## config.mk

```make
export PLATFORM = sky130hd
export DESIGN_NAME = rlt_top
export DESIGN_NICKNAME = d
export VERILOG_FILES = /design/src/rtl/rlt_pkg.sv /design/src/rtl/rlt_sync.sv /design/src/rtl/rlt_timer.sv /design/src/rtl/rlt_top.sv
export SDC_FILE = /design/constraint.sdc
export NUM_CORES = 1
export LEC_CHECK = 0
export ABC_AREA = 1
export ABC_CLOCK_PERIOD_IN_PS = 2400
export BUFFER_PORTS_ARGS = -buffer_cell sky130_fd_sc_hd__buf_2
export CAP_MARGIN = 25
export CORE_ASPECT_RATIO = 0.75
export CORE_MARGIN = 10
export CORE_UTILIZATION = 45
export CTS_BUF_LIST = sky130_fd_sc_hd__clkbuf_4 sky130_fd_sc_hd__clkbuf_8
export DETAILED_ROUTE_END_ITERATION = 16
export SYNTH_ARGS = -nofsm -noshare
export SYNTH_HDL_FRONTEND = slang
export SYNTH_SLANG_ARGS = --single-unit
```

## constraint.sdc

```tcl
create_clock -name clock_i -period 2.4 [get_ports clock_i]
set_clock_uncertainty 0.15 [all_clocks]
set_input_delay 0.72 -clock clock_i [delete_from_list [all_inputs] [get_ports clock_i]]
set_output_delay 0.72 -clock clock_i [all_outputs]
set_load 0.05 [all_outputs]
```

## src/rtl/rlt_pkg.sv

```systemverilog
// Package for the reloadable 16-bit timer pair
package rlt_pkg;

  // ----------------------------------------------------------------
  // Register offsets (byte addresses, one word each)
  // ----------------------------------------------------------------
  localparam logic [7:0] RLT_CTRL_OFS = 8'h00;
  localparam logic [7:0] RLT_COUNT_OFS = 8'h04;
  localparam logic [7:0] RLT_RELOAD_OFS = 8'h08;
  localparam logic [7:0] RLT_STATUS_OFS = 8'h0c;
  localparam logic [7:0] RLT_TIMER_STRIDE = 8'h10;

  // ----------------------------------------------------------------
  // Control field positions
  // ----------------------------------------------------------------
  localparam int RLT_CTRL_EN_BIT = 0;
  localparam int RLT_CTRL_MODE_LSB = 1;
  localparam int RLT_CTRL_PRES_LSB = 3;
  localparam int RLT_CTRL_POL_BIT = 6;
  localparam int RLT_CTRL_OUTEN_BIT = 7;

  // ----------------------------------------------------------------
  // Reset values and constants
  // ----------------------------------------------------------------
  localparam logic [15:0] RLT_COUNT_RESTART = 16'h0001;
  localparam logic [15:0] RLT_COUNT_RST = 16'h0001;
  localparam logic [15:0] RLT_RELOAD_RST = 16'h0000;
  localparam logic [15:0] RLT_COUNT_MAX = 16'hffff;
  localparam logic [6:0] RLT_PRES_MAX_CNT = 7'h7f;
  localparam int RLT_NUM_TIMERS = 2;

  typedef enum logic [1:0]
  {
    RLT_MODE_ONE_SHOT,
    RLT_MODE_CONTINUOUS,
    RLT_MODE_COUNTER,
    RLT_MODE_RSVD
  } rlt_mode_t;

  typedef struct packed
  {
    logic out_en;
    logic output_polarity_select;
    logic [2:0] prescale;
    rlt_mode_t mode;
    logic enable;
  } rlt_ctrl_t;

  typedef struct packed
  {
    logic [7:0] addr;
    logic [31:0] wdata;
    logic wr;
    logic rd;
  } rlt_bus_t;

endpackage : rlt_pkg

```

## src/rtl/rlt_sync.sv

```systemverilog
// Three-stage synchroniser with agreement filter
`timescale 1ns/1ps
module rlt_sync
  import rlt_pkg::*;
(
  input wire logic clock_i,
  input wire logic rst_n_i,
  input wire logic async_i,
  output logic level_o
);
  logic s1_reg;
  logic s2_reg;
  logic s3_reg;
  logic level_reg;

  always_ff @(posedge clock_i or negedge rst_n_i)
  begin
    if (!rst_n_i)
    begin
      s1_reg <= 1'b0;
      s2_reg <= 1'b0;
      s3_reg <= 1'b0;
      level_reg <= 1'b0;
    end
    else
    begin
      s1_reg <= async_i;
      s2_reg <= s1_reg;
      s3_reg <= s2_reg;
      if (s2_reg == s3_reg)
      begin
        level_reg <= s3_reg;
      end
    end
  end

  assign level_o = level_reg;
endmodule : rlt_sync

```

## src/rtl/rlt_timer.sv

```systemverilog
// One reloadable 16-bit timer channel
//
// Local design decisions: strobed register access and the register addresses.
`timescale 1ns/1ps
module rlt_timer
  import rlt_pkg::*;
(
  input wire logic clock_i,
  input wire logic rst_n_i,
  input wire logic sel_i,
  input rlt_bus_t bus_i,
  input wire logic tin_i,
  output logic [31:0] rdata_o,
  output logic irq_o,
  output logic tout_o
);
  rlt_ctrl_t ctrl_reg;
  logic [15:0] count_reg;
  logic [15:0] reload_reg;
  logic [6:0] pres_reg;
  logic tin_lvl;
  logic tin_d_reg;
  logic out_lvl_reg;
  logic pulse_reg;
  logic irq_reg;
  logic tick;
  logic edge_seen;
  logic hit;
  logic [6:0] pres_lim;
  logic [7:0] loc;

  assign loc = bus_i.addr & (RLT_TIMER_STRIDE - 8'h01);
  assign pres_lim = 7'((8'h01 << ctrl_reg.prescale) - 8'h01);

  // ----------------------------------------------------------------
  // Timer input synchronise and edge detect
  // ----------------------------------------------------------------
  rlt_sync u_sync
  (
    .clock_i(clock_i),
    .rst_n_i(rst_n_i),
    .async_i(tin_i),
    .level_o(tin_lvl)
  );

  always_ff @(posedge clock_i or negedge rst_n_i)
  begin
    if (!rst_n_i)
      tin_d_reg <= 1'b0;
    else
      tin_d_reg <= tin_lvl;
  end

  assign edge_seen = ctrl_reg.output_polarity_select ? (tin_lvl & ~tin_d_reg) : (~tin_lvl & tin_d_reg);

  // ----------------------------------------------------------------
  // Prescaler
  // ----------------------------------------------------------------
  always_ff @(posedge clock_i or negedge rst_n_i)
  begin
    if (!rst_n_i)
      pres_reg <= 7'h00;
    else if (!ctrl_reg.enable || pres_reg >= pres_lim)
      pres_reg <= 7'h00;
    else
      pres_reg <= pres_reg + 7'h01;
  end

  always_comb
  begin
    if (ctrl_reg.mode == RLT_MODE_COUNTER)
      tick = ctrl_reg.enable & edge_seen;
    else
      tick = ctrl_reg.enable & (pres_reg >= pres_lim);
  end

  assign hit = tick & (count_reg == reload_reg);

  // ----------------------------------------------------------------
  // Counter, reload and control
  // ----------------------------------------------------------------
  always_ff @(posedge clock_i or negedge rst_n_i)
  begin
    if (!rst_n_i)
    begin
      count_reg <= RLT_COUNT_RST;
      reload_reg <= RLT_RELOAD_RST;
      ctrl_reg <= '0;
    end
    else
    begin
      if (sel_i && bus_i.wr && loc == RLT_CTRL_OFS)
        ctrl_reg <= rlt_ctrl_t'(bus_i.wdata[7:0]);
      else if (hit && ctrl_reg.mode == RLT_MODE_ONE_SHOT)
        ctrl_reg.enable <= 1'b0;
      if (sel_i && bus_i.wr && loc == RLT_RELOAD_OFS)
        reload_reg <= bus_i.wdata[15:0];
      if (sel_i && bus_i.wr && loc == RLT_COUNT_OFS)
        count_reg <= bus_i.wdata[15:0];
      else if (hit)
        count_reg <= RLT_COUNT_RESTART;
      else if (tick)
        count_reg <= count_reg + 16'h0001;
    end
  end

  // ----------------------------------------------------------------
  // Interrupt and output pin
  // ----------------------------------------------------------------
  always_ff @(posedge clock_i or negedge rst_n_i)
  begin
    if (!rst_n_i)
    begin
      irq_reg <= 1'b0;
      pulse_reg <= 1'b0;
      out_lvl_reg <= 1'b0;
    end
    else
    begin
      irq_reg <= hit;
      pulse_reg <= hit && ctrl_reg.mode == RLT_MODE_ONE_SHOT;
      // Disabled write sets the level at once; running level holds
      if (sel_i && bus_i.wr && loc == RLT_CTRL_OFS && !bus_i.wdata[RLT_CTRL_EN_BIT])
        out_lvl_reg <= bus_i.wdata[RLT_CTRL_POL_BIT];
      else if (!ctrl_reg.enable)
        out_lvl_reg <= ctrl_reg.output_polarity_select;
      else if (hit && ctrl_reg.mode != RLT_MODE_ONE_SHOT)
        out_lvl_reg <= ~out_lvl_reg;
    end
  end

  assign irq_o = irq_reg;
  assign tout_o = ctrl_reg.out_en & (out_lvl_reg ^ pulse_reg);

  // ----------------------------------------------------------------
  // Read mux
  // ----------------------------------------------------------------
  always_comb
  begin
    case (loc)
      RLT_CTRL_OFS: rdata_o = {24'h00_0000, ctrl_reg};
      RLT_COUNT_OFS: rdata_o = {16'h0000, count_reg};
      RLT_RELOAD_OFS: rdata_o = {16'h0000, reload_reg};
      RLT_STATUS_OFS: rdata_o = {30'h0000_0000, tin_lvl, tout_o};
      default: rdata_o = 32'h0000_0000;
    endcase
  end
endmodule : rlt_timer

```

## src/rtl/rlt_top.sv

```systemverilog
// Top: two reloadable timers behind a simple register port
// What this block does
// Two independent 16-bit up-counters compared with 16-bit reload values.
// Count FFFFH wraps to 0000H and keeps counting.
// Clock modes advance once per prescale period, divisor 1 to 128.
// Reload 0001H/prescale 1 shortest; 0000H/prescale 128 longest.
// One-shot hit: interrupt, count to 0001H, enable cleared.
// One-shot hit inverts enabled output for one clock.
// Software presets polarity then flips it for lasting one-shot change.
// Software disables, configures, loads, then enables the timer.
// One-shot and continuous always count prescaled system clock.
// Continuous hit: interrupt, count to 0001H, keep counting.
// Continuous and counter hits toggle and hold output level.
// Written start count applies only to first pass.
// Period is reload times prescale; first pass reload minus start plus one.
// Counter mode counts polarity-selected input edges, prescaler bypassed.
// Counter polarity also sets the output initial level.
// Input toggles at most clock/4, phases at least two clocks.
// Counter hit: interrupt, count to 0001H, keep counting edges.
// Software loads 0001H before enabling counter mode.
// Counter minus start equals edges seen since enable.
// Input synchronised into clock domain before edge detection.
// Disabled timer holds values, stays writable, no events.
`timescale 1ns/1ps
module rlt_top
  import rlt_pkg::*;
(
  input wire logic clock_i,
  input wire logic rst_n_i,
  input wire logic [7:0] addr_i,
  input wire logic [31:0] wdata_i,
  input wire logic wr_i,
  input wire logic rd_i,
  output logic [31:0] rdata_o,
  input wire logic [1:0] timer_in_i,
  output logic [1:0] timer_out_o,
  output logic [1:0] timer_irq_o
);
  rlt_bus_t bus;
  logic [31:0] rd_arr [RLT_NUM_TIMERS];
  logic [31:0] rdata_reg;
  logic hi_sel;

  assign bus = '{addr: addr_i, wdata: wdata_i, wr: wr_i, rd: rd_i};
  assign hi_sel = (addr_i & RLT_TIMER_STRIDE) != 8'h00;

  // ----------------------------------------------------------------
  // Timer channels
  // ----------------------------------------------------------------
  for (genvar g = 0; g < RLT_NUM_TIMERS; g++)
  begin : g_tmr
    rlt_timer u_tmr
    (
      .clock_i(clock_i),
      .rst_n_i(rst_n_i),
      .sel_i((addr_i < 8'h20) && (hi_sel == (g == 1))),
      .bus_i(bus),
      .tin_i(timer_in_i[g]),
      .rdata_o(rd_arr[g]),
      .irq_o(timer_irq_o[g]),
      .tout_o(timer_out_o[g])
    );
  end

  // ----------------------------------------------------------------
  // Registered read data
  // ----------------------------------------------------------------
  always_ff @(posedge clock_i or negedge rst_n_i)
  begin
    if (!rst_n_i)
      rdata_reg <= 32'h0000_0000;
    else if (rd_i && addr_i < 8'h20)
      rdata_reg <= hi_sel ? rd_arr[1] : rd_arr[0];
    else
      rdata_reg <= 32'h0000_0000;
  end

  assign rdata_o = rdata_reg;
endmodule : rlt_top

```

==> results.json <==
{
  "yosysTopAreaCell": "dfrtp_1",
  "dieWidth_um": 169,
  "yosysTopAreaCellShare_pct": 41.7,
  "ios": 82,
  "n_antenna_cell": 0,
  "drc": 0,
  "final_nets": 1151,
  "hold_path_depth": 0,
  "yosysWarnings": 0,
  "tritoncts": "done",
  "netlist_area_um2": 7450,
  "cts-htree-levels": 4,
  "crit_slowest_cell": "dfrtp_1",
  "setup_viol": 0,
  "vias": 6825,
  "totalWireLength_um": 21800,
  "synth_top_family_by_area": "simple AND/OR/NAND/NOR gates",
  "worstPathRequired_ns": 1.53,
  "finalCritPeriodShare_pct": 96.8,
  "cp-start-kind": "flop",
  "timing.rr.end": "g_tmr[0].u_tmr.count_reg[7]",
  "max_freq_ghz": 0.430,
  "place.port_buffers": 49,
  "synth_ff_type": "dfrtp_1",
  "synth_edf_count": 0,
  "rows": 40,
  "numCtsBuffers": 17,
  "r2r_start": "g_tmr[0].u_tmr.ctrl_reg[5]",
  "grt_start_max_net_pins": 55,
  "p_leak_uw": 0.00419,
  "fillers": 1589,
  "hold_class": "reg -> reg",
  "drv_slew": 0,
  "synthAdderAreaFrac_pct": 3.29,
  "first_pass_iters": 5,
  "postRouteAntennaNets": 0,
  "power_per_cell_area_nw_per_um2": 638,
  "stdcell_area_um2": 8550,
  "initial_utilization_pct": 46.2,
  "min_to": "g_tmr[0].u_tmr.u_sync.s2_reg",
  "fin_util_pct": 53.1,
  "grt_first_pass_wirelength_um": 34800,
  "peakVddDrop_uv": 403,
  "dieArea_um2": 22200,
  "die_h_um": 131,
  "clock-sinks": 126,
  "cap_viol_max_count": 0,
  "fp.coreArea_um2": 16100,
  "syn2layout_area_growth_pct": 14.8,
  "yosys-top-cells-count": "nand2_1, inv_1, dfrtp_1",
  "crit_path_end_kind": "output port",
  "rsz0062_at_grt": "false",
  "cp_common_cell": "nand2_1",
  "synthTopCellsByArea": "dfrtp_1, nand2_1, inv_1, o21ai_0, nor2_1",
  "drtIter0Drc": 784,
  "grt.total_usage_pct": 19.6,
  "synth_cells": 1009,
  "hpwl_um": 16500,
  "placed_area_um2": 8070,
  "synth-seq-cells": 126,
  "ys_seq_area_share_pct": 42.4,
  "slowest_delay_ns": 0.40,
  "synth.area.mux_share_pct": 0,
  "place_congestion": 0.870,
  "wl_per_cell_um": 16.7,
  "ff2ff_path_depth": 14,
  "synth-simple-area-share_pct": 26.3,
  "finalHoldViolCount": 0,
  "path_cells": "nand2_1 -> nand2_1 -> nor2_1 -> clkbuf_4",
  "grt-ovfl-total": 0,
  "synth.distinct_cells": 43,
  "crit_arrival_ns": 1.45,
  "critPathMaxFanout": 3,
  "cts-root-buf": "clkbuf_8",
  "tns_ns": 0,
  "antenna_found_initial": 0,
  "viasPerCell": 5.21,
  "min_period_ns": 2.32,
  "yosysMostFrequentCell": "nand2_1",
  "syn_avg_cell_area_um2": 7.38,
  "synth_compound_area_share_pct": 12.5,
  "ff2ff_setup_slack_ns": 0.16,
  "drive_gt1_share_pct": 14.3,
  "grt_pass1_vias": 6330,
  "async_reset_ff_share_pct": 100,
  "worstSetupPathType": "reg -> out",
  "status": "complete, no violations",
  "path_clk_slew_ns": 0.07,
  "clk_latency_ns": 0.46,
  "max-clock-path-buffers": 2,
  "hp-start": "g_tmr[0].u_tmr.u_sync.s1_reg",
  "synth_xor_xnor_area_share_pct": 4.00
}
## kinds of logic after synthesis
group | Yosys count
compound gates | 165
buf+inv | 201
simple gates | 462
other cells | 1
fa+ha+maj | 20
xor+xnor | 34
flops | 126
## layer usage
metal	GRT usage [%]	part of all wire [%]	wire [um]
met1	29.6	48	10500
met2	27.5	43	9300
met3	3.87	7.9	1740
met4	5.60	1.3	288
met5	0	0	0
## how the worst max path moves through the flow
stage / start / to / slack (ns) / cells past startpoint
6_report: g_tmr[1].u_tmr.out_lvl_reg / timer_out_o[1] / 0.08 / 4
5_1_grt: g_tmr[0].u_tmr.ctrl_reg[5] / g_tmr[0].u_tmr.count_reg[5] / 0.003 / 12
4_1_cts: g_tmr[1].u_tmr.ctrl_reg[4] / g_tmr[1].u_tmr.count_reg[10] / 0.02 / 14
3_5_place_dp: addr_i[1] / g_tmr[0].u_tmr.count_reg[5] / 0.07 / 10
3_3_place_gp: g_tmr[1].u_tmr.ctrl_reg[4] / g_tmr[1].u_tmr.count_reg[10] / 0.07 / 14
2_1_floorplan: g_tmr[0].u_tmr.ctrl_reg[4] / g_tmr[0].u_tmr.count_reg[12] / 0.36 / 12
## where the power goes
part           leakage [uW]  switching [uW]  total [uW]  internal (uW)
clock network      0.000202             908        2000           1090
logic               0.00230             661        1010            350
registers           0.00168             172        2440           2270
total               0.00419            1740        5450           3710
## cell usage in the layout (no fill, tap or decap), drive strengths merged, types with 7 or more instances in the layout
cell type,n
buf,86
ha,18
clkinv,7
a21oi,22
inv,154
dfrtp,124
a221oi,9
nor3,22
xor2,23
o22ai,23
nand3,42
nand2,286
nand4,22
nor2,82
conb,16
clkbuf,21
xnor2,11
o21ai,94
## worst max-delay path, delay by kind of cell, from the launching register on
| kind | cells | cell delay [ns] |
|---|---|---|
| buf+inv | 1 | 0.29 |
| simple gates | 3 | 0.31 |
| flops | 1 | 0.40 |
## metrics by stage
stage	instances	total power (uW)	hold WS (ns)	setup slack [ns]
detailed placement	1275	3460	0.186	0.0662
floorplan	1024	3130	0.181	0.360
finish	1309	5450	0.205	0.0762
CTS	1307	5470	0.180	0.0230
global placement	1275	3450	0.183	0.0676
global route	1309	5730	0.185	0.00296
## layout make-up
type | instances | area [um^2] | area share [%]
clock inverter | 11 | 140 | 1.64
tap | 210 | 263 | 3.07
inverter | 157 | 592 | 6.92
multi-input combinational | 697 | 3530 | 41.3
sequential | 126 | 3160 | 36.9
timing repair buffer | 88 | 593 | 6.93
clock buffer | 20 | 275 | 3.22
## what timing repair did
| item | 4_1_cts | 5_1_grt |
|---|---|---|
| cloned | 0 | 0 |
| hold buffers | 1 | 0 |
| setup buffers | 0 | 2 |
| setup endpoints to repair | 1 | 38 |
| pin swaps | 0 | 1 |
| resized for setup | 1 | 16 |
| endpoints found under the hold margin | 5 | 0 |
Power figures use the tool's default switching activity.
